<file path="config.mk">
export PLATFORM = sky130hd
export DESIGN_NAME = asp_playback
export DESIGN_NICKNAME = d
export VERILOG_FILES = /design/src/design/asp_pkg.sv /design/src/design/asp_fifo.sv /design/src/design/asp_playback.sv
export SDC_FILE = /design/constraint.sdc
export NUM_CORES = 2
export LEC_CHECK = 0
export BUFFER_PORTS_ARGS = -buffer_cell sky130_fd_sc_hd__buf_2
export CORE_MARGIN = 2
export CORE_UTILIZATION = 65
export CTS_CLUSTER_SIZE = 14
export DETAILED_ROUTE_END_ITERATION = 10
export GPL_TIMING_DRIVEN = 0
export PLACE_DENSITY = 0.85
export SLEW_MARGIN = 10
export SYNTH_ARGS = -nofsm -noshare
export SYNTH_HDL_FRONTEND = slang
export SYNTH_SLANG_ARGS = --single-unit
</file>
<file path="constraint.sdc">
create_clock -name i_mclk -period 26.6 [get_ports i_mclk]
set_input_delay 2.66 -clock i_mclk [delete_from_list [all_inputs] [get_ports i_mclk]]
set_output_delay 2.66 -clock i_mclk [all_outputs]
set_load 0.02 [all_outputs]
</file>
<file path="src/design/asp_pkg.sv">
// Purpose: Shared constants and types for the audio sample playback engine.
// Assumes: One 20 MHz controller clock; sample RAM is byte wide.
// Notes:   Register indices are word indices on the internal register port.
package asp_pkg;

    localparam int unsigned ASP_CLK_HZ        = 20_000_000;
    localparam logic [32:0] ASP_CLK_HZ_W      = 33'h0_0131_2d00;
    localparam int unsigned ASP_RAM_AW        = 20;
    localparam int unsigned ASP_FIFO_DEPTH    = 16;
    localparam int unsigned ASP_FIFO_WIDTH    = 8;

    localparam logic [3:0] ADDR_START_ADDRESS  = 4'h0;
    localparam logic [3:0] ADDR_LENGTH_BYTES   = 4'h1;
    localparam logic [3:0] ADDR_SAMPLE_RATE    = 4'h2;
    localparam logic [3:0] ADDR_SAMPLE_FORMAT  = 4'h3;
    localparam logic [3:0] ADDR_LOOP_ENABLE    = 4'h4;
    localparam logic [3:0] ADDR_TRIGGER_STATUS = 4'h5;
    localparam logic [3:0] ADDR_VOLUME         = 4'h6;
    localparam logic [3:0] ADDR_FETCH_POINTER  = 4'h7;

    localparam logic [31:0] RST_START_ADDRESS = 32'h0000_0000;
    localparam logic [31:0] RST_LENGTH_BYTES  = 32'h0000_0000;
    localparam logic [31:0] RST_SAMPLE_RATE   = 32'h0000_1f40;
    localparam logic [7:0]  RST_VOLUME        = 8'hff;
    localparam logic [7:0]  PWM_MIDSCALE      = 8'h80;
    localparam logic [6:0]  ADPCM_INDEX_MAX   = 7'h58;
    localparam logic [7:0]  MULAW_BIAS        = 8'h84;

    typedef enum logic [1:0] {
        FORMAT_LINEAR_PCM = 2'b00,
        FORMAT_MU_LAW     = 2'b01,
        FORMAT_ADPCM      = 2'b10
    } asp_fmt_e;

    typedef struct packed {
        logic        wr;
        logic        rd;
        logic [3:0]  addr;
        logic [31:0] wdata;
    } asp_reg_req_s;

    localparam logic [14:0] ADPCM_STEP [0:88] = '{
        15'd7, 15'd8, 15'd9, 15'd10, 15'd11, 15'd12, 15'd13, 15'd14, 15'd16, 15'd17,
        15'd19, 15'd21, 15'd23, 15'd25, 15'd28, 15'd31, 15'd34, 15'd37, 15'd41, 15'd45,
        15'd50, 15'd55, 15'd60, 15'd66, 15'd73, 15'd80, 15'd88, 15'd97, 15'd107, 15'd118,
        15'd130, 15'd143, 15'd157, 15'd173, 15'd190, 15'd209, 15'd230, 15'd253, 15'd279, 15'd307,
        15'd337, 15'd371, 15'd408, 15'd449, 15'd494, 15'd544, 15'd598, 15'd658, 15'd724, 15'd796,
        15'd876, 15'd963, 15'd1060, 15'd1166, 15'd1282, 15'd1411, 15'd1552, 15'd1707, 15'd1878,
        15'd2066, 15'd2272, 15'd2499, 15'd2749, 15'd3024, 15'd3327, 15'd3660, 15'd4026, 15'd4428,
        15'd4871, 15'd5358, 15'd5894, 15'd6484, 15'd7132, 15'd7845, 15'd8630, 15'd9493, 15'd10442,
        15'd11487, 15'd12635, 15'd13899, 15'd15289, 15'd16818, 15'd18500, 15'd20350, 15'd22385,
        15'd24623, 15'd27086, 15'd29794, 15'd32767
    };

endpackage

</file>
<file path="src/design/asp_fifo.sv">
// Purpose: Byte FIFO between sample RAM fetch and the sample decoder.
// Assumes: Same clock on both sides; clear empties it in one cycle.
// Notes:   Ready and valid are honest full and not-empty flags.
`timescale 1ns/1ps
module asp_fifo #(
    parameter int unsigned WIDTH = 8,
    parameter int unsigned DEPTH = 16
) (
    input  wire logic             i_mclk,
    input  wire logic             i_resetn,
    input  wire logic             i_ce,
    input  wire logic             i_clear,
    input  wire logic             i_in_valid,
    output logic                  o_in_ready,
    input  wire logic [WIDTH-1:0] i_in_data,
    output logic                  o_out_valid,
    input  wire logic             i_out_ready,
    output logic [WIDTH-1:0]      o_out_data
);
    localparam int unsigned AW = $clog2(DEPTH);

    logic [WIDTH-1:0] mem [0:DEPTH-1];
    logic [AW:0]      wr_ptr;
    logic [AW:0]      rd_ptr;
    wire              full  = (wr_ptr[AW] != rd_ptr[AW]) && (wr_ptr[AW-1:0] == rd_ptr[AW-1:0]);
    wire              empty = (wr_ptr == rd_ptr);
    wire              push  = i_in_valid && !full;
    wire              pop   = i_out_ready && !empty;

    assign o_in_ready  = !full;
    assign o_out_valid = !empty;
    assign o_out_data  = mem[rd_ptr[AW-1:0]];

    always_ff @(posedge i_mclk) begin
        if (i_ce && push) begin
            mem[wr_ptr[AW-1:0]] <= i_in_data;
        end
    end

    always_ff @(posedge i_mclk or negedge i_resetn) begin
        if (!i_resetn) begin
            wr_ptr <= '0;
            rd_ptr <= '0;
        end else if (i_ce) begin
            if (i_clear) begin
                wr_ptr <= '0;
                rd_ptr <= '0;
            end else begin
                if (push) wr_ptr <= wr_ptr + 1'b1;
                if (pop)  rd_ptr <= rd_ptr + 1'b1;
            end
        end
    end
endmodule // asp_fifo

</file>
<file path="src/design/asp_playback.sv">
// Purpose: Audio sample playback engine: fetch, decode, scale and PWM out.
// Assumes: Register port and sample RAM port run on i_mclk.
// Notes:   Samples are fetched ahead into a 16-byte FIFO and paced by a rate accumulator.
// Overview of operation
// - Fetching begins at the programmed start address.
// - Length register counts bytes; exactly that many bytes consumed per pass.
// - Samples leave at the programmed rate in hertz.
// - Format register picks linear, mu-law or ADPCM decoding.
// - Loop 0 plays once; loop 1 repeats forever.
// - Any write to the trigger register starts playback, unless the length register is zero.
// - Trigger register reads 1 while playing, 0 when finished.
// - Output is scaled by an 8-bit volume, 0 to 255.
// - Decodes mono 8-bit PCM, 8-bit mu-law or 4-bit IMA ADPCM.
// - ADPCM: low nibble plays first, high nibble second.
// - Current fetch position is readable at any time.
// - Decoded signal drives the PWM audio pin.
`timescale 1ns/1ps
module asp_playback
    import asp_pkg::*;
(
    input  wire logic                  i_mclk,
    input  wire logic                  i_resetn,
    input  wire logic                  i_ce,
    input  wire asp_reg_req_s          i_reg,
    output logic [31:0]                o_reg_rdata,
    output logic                       o_reg_rvalid,
    output logic                       o_ram_req,
    output logic [ASP_RAM_AW-1:0]      o_ram_addr,
    input  wire logic                  i_ram_ack,
    input  wire logic [7:0]            i_ram_data,
    output logic                       o_audio_pwm,
    output logic                       o_playing
);
    logic [31:0]       start_address;
    logic [31:0]       length_bytes;
    logic [31:0]       sample_rate;
    asp_fmt_e          sample_format;
    logic              loop_enable;
    logic [7:0]        volume;
    logic              playing;
    logic [31:0]       fetch_pointer;
    logic [31:0]       consume_left;
    logic [31:0]       fetch_addr;
    logic [31:0]       fetch_left;
    logic              ram_req;
    logic [31:0]       rate_acc;
    logic              nibble_hi;
    logic signed [15:0] sample;
    logic signed [15:0] predictor;
    logic [6:0]        step_index;
    logic [7:0]        pwm_level;
    logic [7:0]        pwm_count;
    logic              audio_pwm;
    logic [31:0]       reg_rdata;
    logic              reg_rvalid;

    // Register decode.
    wire wr_start   = i_reg.wr && (i_reg.addr == ADDR_START_ADDRESS);
    wire wr_length  = i_reg.wr && (i_reg.addr == ADDR_LENGTH_BYTES);
    wire wr_rate    = i_reg.wr && (i_reg.addr == ADDR_SAMPLE_RATE);
    wire wr_format  = i_reg.wr && (i_reg.addr == ADDR_SAMPLE_FORMAT);
    wire wr_loop    = i_reg.wr && (i_reg.addr == ADDR_LOOP_ENABLE);
    wire wr_volume  = i_reg.wr && (i_reg.addr == ADDR_VOLUME);
    wire trigger    = i_reg.wr && (i_reg.addr == ADDR_TRIGGER_STATUS);

    // FIFO hookup; requests are issued only when there is room, so every
    // returned byte is accepted.
    wire       fifo_in_ready;
    wire       fifo_out_valid;
    wire [7:0] fifo_byte;
    wire       ram_push = ram_req && i_ram_ack;

    // Sample pacing: the accumulator adds the rate each clock and wraps at
    // the clock frequency, giving rate ticks per second.
    wire [32:0] acc_sum   = {1'b0, rate_acc} + {1'b0, sample_rate};
    wire        rate_tick = playing && (acc_sum >= ASP_CLK_HZ_W);
    wire [32:0] acc_wrap  = acc_sum - ASP_CLK_HZ_W;
    wire        step      = rate_tick && fifo_out_valid;
    wire        is_adpcm  = (sample_format == FORMAT_ADPCM);
    wire        pop       = step && (!is_adpcm || nibble_hi);
    wire        pass_end  = pop && (consume_left == 32'h0000_0001);

    // Mu-law expansion.
    wire [7:0]  mu_inv    = ~fifo_byte;
    wire [15:0] mu_mag_sh = ({8'h00, mu_inv[3:0], 3'b000} + {8'h00, MULAW_BIAS}) << mu_inv[6:4];
    wire [15:0] mu_mag    = mu_mag_sh - {8'h00, MULAW_BIAS};
    wire signed [15:0] mu_sample = mu_inv[7] ? -$signed(mu_mag) : $signed(mu_mag);

    // IMA ADPCM step: low nibble first, then high nibble.
    wire [3:0]  nibble    = nibble_hi ? fifo_byte[7:4] : fifo_byte[3:0];
    wire [14:0] step_size = ADPCM_STEP[step_index];
    wire [16:0] diff      = {5'h00, step_size[14:3]}
                          + (nibble[2] ? {2'b00, step_size} : 17'h00000)
                          + (nibble[1] ? {3'b000, step_size[14:1]} : 17'h00000)
                          + (nibble[0] ? {4'h0, step_size[14:2]} : 17'h00000);
    wire signed [17:0] pred_sum = nibble[3] ? ($signed({{2{predictor[15]}}, predictor}) - $signed({1'b0, diff}))
                                            : ($signed({{2{predictor[15]}}, predictor}) + $signed({1'b0, diff}));
    wire signed [15:0] adpcm_sample = (pred_sum > 18'sh07fff) ? 16'sh7fff :
                                      (pred_sum < -18'sh08000) ? -16'sh8000 : pred_sum[15:0];
    wire signed [7:0]  index_adj = nibble[2] ? $signed({3'b000, nibble[1:0], 1'b0} + 6'h02) : -8'sh01;
    wire signed [8:0]  index_sum = $signed({2'b00, step_index}) + index_adj;
    wire [6:0]         next_step_index = (index_sum < 0) ? 7'h00 :
                                         (index_sum > $signed({2'b00, ADPCM_INDEX_MAX})) ? ADPCM_INDEX_MAX :
                                         index_sum[6:0];

    // Decoder select and volume scaling.
    wire signed [15:0] next_sample = (sample_format == FORMAT_MU_LAW) ? mu_sample :
                                     is_adpcm ? adpcm_sample :
                                     $signed({fifo_byte, 8'h00});
    wire signed [24:0] scaled  = sample * $signed({1'b0, volume});
    wire [7:0]         next_level = scaled[23:16] ^ PWM_MIDSCALE;

    // Read mux.
    wire [31:0] next_rdata =
        (i_reg.addr == ADDR_START_ADDRESS)  ? start_address :
        (i_reg.addr == ADDR_LENGTH_BYTES)   ? length_bytes :
        (i_reg.addr == ADDR_SAMPLE_RATE)    ? sample_rate :
        (i_reg.addr == ADDR_SAMPLE_FORMAT)  ? {30'h0, sample_format} :
        (i_reg.addr == ADDR_LOOP_ENABLE)    ? {31'h0, loop_enable} :
        (i_reg.addr == ADDR_TRIGGER_STATUS) ? {31'h0, playing} :
        (i_reg.addr == ADDR_VOLUME)         ? {24'h0, volume} :
        (i_reg.addr == ADDR_FETCH_POINTER)  ? fetch_pointer : 32'h0000_0000;

    asp_fifo #(
        .WIDTH (ASP_FIFO_WIDTH),
        .DEPTH (ASP_FIFO_DEPTH)
    ) u_fifo (
        .i_mclk      (i_mclk),
        .i_resetn    (i_resetn),
        .i_ce        (i_ce),
        .i_clear     (trigger),
        .i_in_valid  (ram_push),
        .o_in_ready  (fifo_in_ready),
        .i_in_data   (i_ram_data),
        .o_out_valid (fifo_out_valid),
        .i_out_ready (pop),
        .o_out_data  (fifo_byte)
    );

    // Configuration registers.
    always_ff @(posedge i_mclk or negedge i_resetn) begin
        if (!i_resetn) begin
            start_address <= RST_START_ADDRESS;
            length_bytes  <= RST_LENGTH_BYTES;
            sample_rate   <= RST_SAMPLE_RATE;
            sample_format <= FORMAT_LINEAR_PCM;
            loop_enable   <= 1'b0;
            volume        <= RST_VOLUME;
        end else if (i_ce) begin
            if (wr_start)  start_address <= i_reg.wdata;
            if (wr_length) length_bytes  <= i_reg.wdata;
            if (wr_rate)   sample_rate   <= i_reg.wdata;
            if (wr_format) sample_format <= asp_fmt_e'(i_reg.wdata[1:0]);
            if (wr_loop)   loop_enable   <= i_reg.wdata[0];
            if (wr_volume) volume        <= i_reg.wdata[7:0];
        end
    end

    // RAM fetch: one byte request at a time, ahead of the decoder.
    always_ff @(posedge i_mclk or negedge i_resetn) begin
        if (!i_resetn) begin
            fetch_addr <= 32'h0000_0000;
            fetch_left <= 32'h0000_0000;
            ram_req    <= 1'b0;
        end else if (i_ce) begin
            if (trigger) begin
                fetch_addr <= start_address;
                fetch_left <= length_bytes;
                ram_req    <= 1'b0;
            end else if (ram_push) begin
                ram_req <= 1'b0;
                if (fetch_left == 32'h0000_0001 && loop_enable) begin
                    fetch_addr <= start_address;
                    fetch_left <= length_bytes;
                end else begin
                    fetch_addr <= fetch_addr + 32'h0000_0001;
                    fetch_left <= fetch_left - 32'h0000_0001;
                end
            end else if (!ram_req && playing && fetch_left != 32'h0000_0000 && fifo_in_ready) begin
                ram_req <= 1'b1;
            end
        end
    end

    // Playback state, pacing and decoder state. A trigger outranks a pass end.
    always_ff @(posedge i_mclk or negedge i_resetn) begin
        if (!i_resetn) begin
            playing       <= 1'b0;
            fetch_pointer <= 32'h0000_0000;
            consume_left  <= 32'h0000_0000;
            rate_acc      <= 32'h0000_0000;
            nibble_hi     <= 1'b0;
            predictor     <= 16'sh0000;
            step_index    <= 7'h00;
            sample        <= 16'sh0000;
        end else if (i_ce) begin
            if (trigger) begin
                playing       <= (length_bytes != 32'h0000_0000);
                fetch_pointer <= start_address;
                consume_left  <= length_bytes;
                rate_acc      <= 32'h0000_0000;
                nibble_hi     <= 1'b0;
                predictor     <= 16'sh0000;
                step_index    <= 7'h00;
                sample        <= 16'sh0000;
            end else begin
                rate_acc <= rate_tick ? acc_wrap[31:0] : (playing ? acc_sum[31:0] : 32'h0000_0000);
                if (step) begin
                    sample <= next_sample;
                    if (is_adpcm) begin
                        predictor  <= adpcm_sample;
                        step_index <= next_step_index;
                        nibble_hi  <= !nibble_hi;
                    end
                end
                if (pass_end && loop_enable) begin
                    fetch_pointer <= start_address;
                    consume_left  <= length_bytes;
                    predictor     <= 16'sh0000;
                    step_index    <= 7'h00;
                end else if (pass_end) begin
                    playing       <= 1'b0;
                    sample        <= 16'sh0000;
                    consume_left  <= 32'h0000_0000;
                    fetch_pointer <= fetch_pointer + 32'h0000_0001;
                end else if (pop) begin
                    fetch_pointer <= fetch_pointer + 32'h0000_0001;
                    consume_left  <= consume_left - 32'h0000_0001;
                end
            end
        end
    end

    // PWM output and register read port.
    always_ff @(posedge i_mclk or negedge i_resetn) begin
        if (!i_resetn) begin
            pwm_level  <= PWM_MIDSCALE;
            pwm_count  <= 8'h00;
            audio_pwm  <= 1'b0;
            reg_rdata  <= 32'h0000_0000;
            reg_rvalid <= 1'b0;
        end else if (i_ce) begin
            pwm_level  <= next_level;
            pwm_count  <= pwm_count + 8'h01;
            audio_pwm  <= (pwm_count < pwm_level);
            reg_rvalid <= i_reg.rd;
            if (i_reg.rd) reg_rdata <= next_rdata;
        end
    end

    assign o_ram_req    = ram_req;
    assign o_ram_addr   = fetch_addr[ASP_RAM_AW-1:0];
    assign o_audio_pwm  = audio_pwm;
    assign o_playing    = playing;
    assign o_reg_rdata  = reg_rdata;
    assign o_reg_rvalid = reg_rvalid;
endmodule // asp_playback

</file>
==> qor.csv <==
stage,metric,value,unit
run_status,status,finished clean,
die,I/O Pins,106,
cts,hold_buf cts,0,
cts,maximum clock path buffer count,3,
critical_path,crit path kind,reg -> reg,
critical_path,Worst path max stage delay,0.61,ns
synth,Synth top area share,24.5,%
critical_path,reg2reg setup slack,15.08,ns
die,die extent in x,236,um
critical_path,Critical Path Start,u_fifo.rd_ptr[1],
cts,CTS tree,built,
routing,# DRC,0,
critical_path,most frequent cell on the critical path,clkbuf_1,
placed_design,placed insts,4471,
synth,ys async rst share,73.6,%
sta,fin worst setup slack,15.08,ns
synth,"FF+latch count, synth",485,
cells_and_area,Fill cells,3845,
synth,post-synthesis adder-cell area fraction,13.0,%
die,Die ar.,55600,um2
grt,vias in the first global route,30900,
grt,initial antenna violation count,7,
sta,Fin Setup TNS,0,ns
grt,total routing usage reported by global routing,39.7,%
routing,total wire length,110,mm
critical_path,Worst Path Required,27.14,ns
placed_design,Post-DP HPWL,80.3,mm
cts,CTS HTree Levels,2,
routing,WL/cell,24.1,um
cells_and_area,Util after Layout,72.1,%
synth,"Primary FF master, synth",dfrtp_1,
cts,Post-CTS Setup Bufs,0,
die,standard-cell rows,84,
routing,"antenna viol nets, final",0,
routing,First-pass DRT Iterations,11,
critical_path,reg2reg path depth,39,
cells_and_area,nets@finish,4172,
synth,Synth area leaders,"dfrtp_1, edfxtp_1, fa_1, ha_1, nand2_1",
critical_path,worst setup path endpoint,sample[12],
routing,1st-iter DRT viols,4172,
sta,Final Cycle Share,43.3,%
synth,register area share after synthesis,36.6,%
placed_design,port bufs,101,
synth,synth unique cells,102,
run,number of max-cap violations,0,
sta,Slew Limit Fails,0,
placed_design,pre-CTS setup slack,15.51,ns
synth,multiplexer area fraction after synthesis,7.05,%
routing,via count,31300,
critical_path,Worst R2R Start,u_fifo.rd_ptr[1],
synth,Synth Area in Compound Gates,19.3,%
critical_path,Worst setup SP type,flop,
cts,post-CTS sizing,0,
critical_path,WP data arrival,12.06,ns
cts,total CTS buffers,51,
die,Initial Util,66.1,%
synth,Syn. warnings,0,
synth,number of synthesized flops with an enable pin,128,
cells_and_area,layout cells sized above 1,11.2,%
critical_path,Worst Path Max Fanout,14,
critical_path,slowest CP cell,clkbuf_1,
synth,synthesized area per cell,9.49,um2
synth,Post-Synth XOR/XNOR Area,3.41,%
synth,main combinational cell family by area after synthesis,compound AO/OA/AOI/OAI gates,
critical_path,FF-to-FF End,sample[12],
critical_path,CP Capture Type,flop,
cts,# clock sinks,485,
sta,Worst slew margin,20.1,%
sta,Final min period,11.52,ns
cells_and_area,Layout Cells excl Fill,4568,
cts,Worst-Skew Late Latency,0.64,ns
sta,Setup-failing EPs final,0,
cts,Root Buffer,clkbuf_16,
die,Core Region,52900,um2
grt,first-pass GRT wire length,173,mm
sta,Final Hold Violating Endpoints,0,
synth,Cells after Synth,3679,
synth,Yosys top cell by area,dfrtp_1,
die,Die Y,236,um
sta,highest clock rate,86.8,MHz
placed_design,placer's final routability congestion estimate,1.02,
sta,Layout Skew,0.0443,ns
sta,slew of the pin with the lowest slew margin,1.19,ns
cts,Worst-path clk slew,0.07,ns
hold_path,Hold WC Path Type,reg -> reg,
grt,Overflow after GRT,0,
cells_and_area,Layout Area Growth over Synthesis,9.05,%
sta,unrepaired setup endpoints after global routing,no,
synth,syn nets,4015,
synth,synthesized cell area,34900,um2
grt,largest net degree at the start of global routing,113,
routing,vias per cell,6.85,
synth,Post-Synth Simple-Gate Area,15.5,%
-- state kept, by name (all words and copies together) (netlist names), 2 cells and up --
register / count
u_fifo.mem: 128
consume_left: 32
fetch_left: 32
fetch_pointer: 32
length_bytes: 32
o_reg_rdata: 32
rate_acc: 32
sample_rate: 32
start_address: 32
fetch_addr: 20
predictor: 16
sample: 16
pwm_count: 8
pwm_level: 8
volume: 8
step_index: 7
u_fifo.rd_ptr: 5
u_fifo.wr_ptr: 5
sample_format: 2
-- metrics by stage --
| stage | hold WS, ns | instance area (um2) |
|---|---|---|
| 5_1_grt | 0.499 | 38100 |
| 3_5_place_dp | 0.469 | 36400 |
| 2_1_floorplan | 0.443 | 34900 |
| 4_1_cts | 0.483 | 38100 |
| 3_3_place_gp | 0.459 | 36300 |
| 6_report | 0.480 | 38100 |
-- cell families (layout without fill, tap and decap cells) --
kind of cell | after synthesis | in the layout
buffers and inverters | 456 | 655
DFF | 485 | 485
xor gates and xnor gates | 136 | 136
and+or+nand+nor | 1121 | 1121
adders and majority gates | 286 | 286
muxes | 189 | 189
other | 0 | 2
AOI/OAI and AO/OA | 1006 | 1006
-- layout by cell type (no fill, tap or decap), types with 20 or more instances in the layout --
| master | Yosys | routed |
|---|---|---|
| nand2_1 | 355 | 355 |
| mux2i_1 | 38 | 38 |
| clkbuf_16 | 0 | 52 |
| a22o_1 | 48 | 48 |
| and3_1 | 39 | 39 |
| nand2b_1 | 46 | 46 |
| mux2_2 | 117 | 117 |
| o2bb2ai_1 | 24 | 24 |
| fa_1 | 127 | 127 |
| nor2_1 | 248 | 248 |
| xnor2_1 | 78 | 78 |
| a31oi_1 | 28 | 28 |
| a21o_1 | 42 | 42 |
| or3_1 | 28 | 28 |
| clkbuf_1 | 159 | 178 |
| a22oi_1 | 51 | 51 |
| nor3_1 | 86 | 82 |
| a211oi_1 | 30 | 30 |
| nor4_1 | 37 | 36 |
| buf_2 | 23 | 123 |
| o211ai_1 | 24 | 24 |
| xor2_1 | 58 | 58 |
| dfrtp_1 | 342 | 342 |
| o22ai_1 | 20 | 20 |
| nand4_1 | 24 | 24 |
| nor2b_1 | 26 | 26 |
| edfxtp_1 | 128 | 128 |
| o21ai_0 | 262 | 262 |
| a21boi_0 | 25 | 25 |
| nand3_1 | 74 | 74 |
| mux4_2 | 34 | 34 |
| a21oi_1 | 225 | 225 |
| and2_1 | 95 | 95 |
| ha_1 | 159 | 159 |
| inv_1 | 245 | 245 |
-- layout make-up --
class	count	area, um2	area share [%]
Clock buffer	75	1430	3.75
Antenna cell	2	5.00	0.0131
Inverter	247	927	2.43
Buffer	209	881	2.31
Sequential cell	485	12800	33.6
Tap cell	688	861	2.26
Clock inverter	20	245	0.644
Multi-Input combinational cell	2738	20400	53.4
Timing Repair Buffer	104	598	1.57
-- metal layers --
layer	global-route usage, %	wire [um]
met3	9.65	13100
met2	60.2	48200
met4	20.8	6820
met1	53.1	42100
met5	0	41
-- synthesized netlist by cell type, types with 38 or more instances --
master,number
nand2_1,355
dfrtp_1,342
o21ai_0,262
nor2_1,248
inv_1,245
a21oi_1,225
clkbuf_1,159
ha_1,159
edfxtp_1,128
fa_1,127
mux2_2,117
and2_1,95
nor3_1,86
xnor2_1,78
nand3_1,74
xor2_1,58
a22oi_1,51
a22o_1,48
nand2b_1,46
a21o_1,42
and3_1,39
mux2i_1,38
-- worst min-delay path by stage --
stage              startpoint              to  slack [ns]  cells after the start
2_1_floorplan  fetch_left[12]  fetch_left[12]        0.44                      2
4_1_cts        o_reg_rdata[7]  o_reg_rdata[7]        0.48                      2
3_5_place_dp   o_reg_rdata[3]  o_reg_rdata[3]        0.47                      2
5_1_grt          rate_acc[11]    rate_acc[11]        0.50                      1
3_3_place_gp     pwm_count[7]    pwm_count[7]        0.46                      1
6_report       o_reg_rdata[5]  o_reg_rdata[5]        0.48                      2
-- critical path, delay by kind of cell, from the launching register on --
kind	cells	cell delay, ns
compound gates	12	3.27
xor+xnor	4	0.95
fa+ha+maj	4	1.75
buf+inv	10	3.19
flops	1	0.35
mux	1	0.35
simple gates	8	1.58
Power is left out: the tool's default activity adds up to more than one toggle a clock period on the data nets, which glitch-free logic cannot reach.
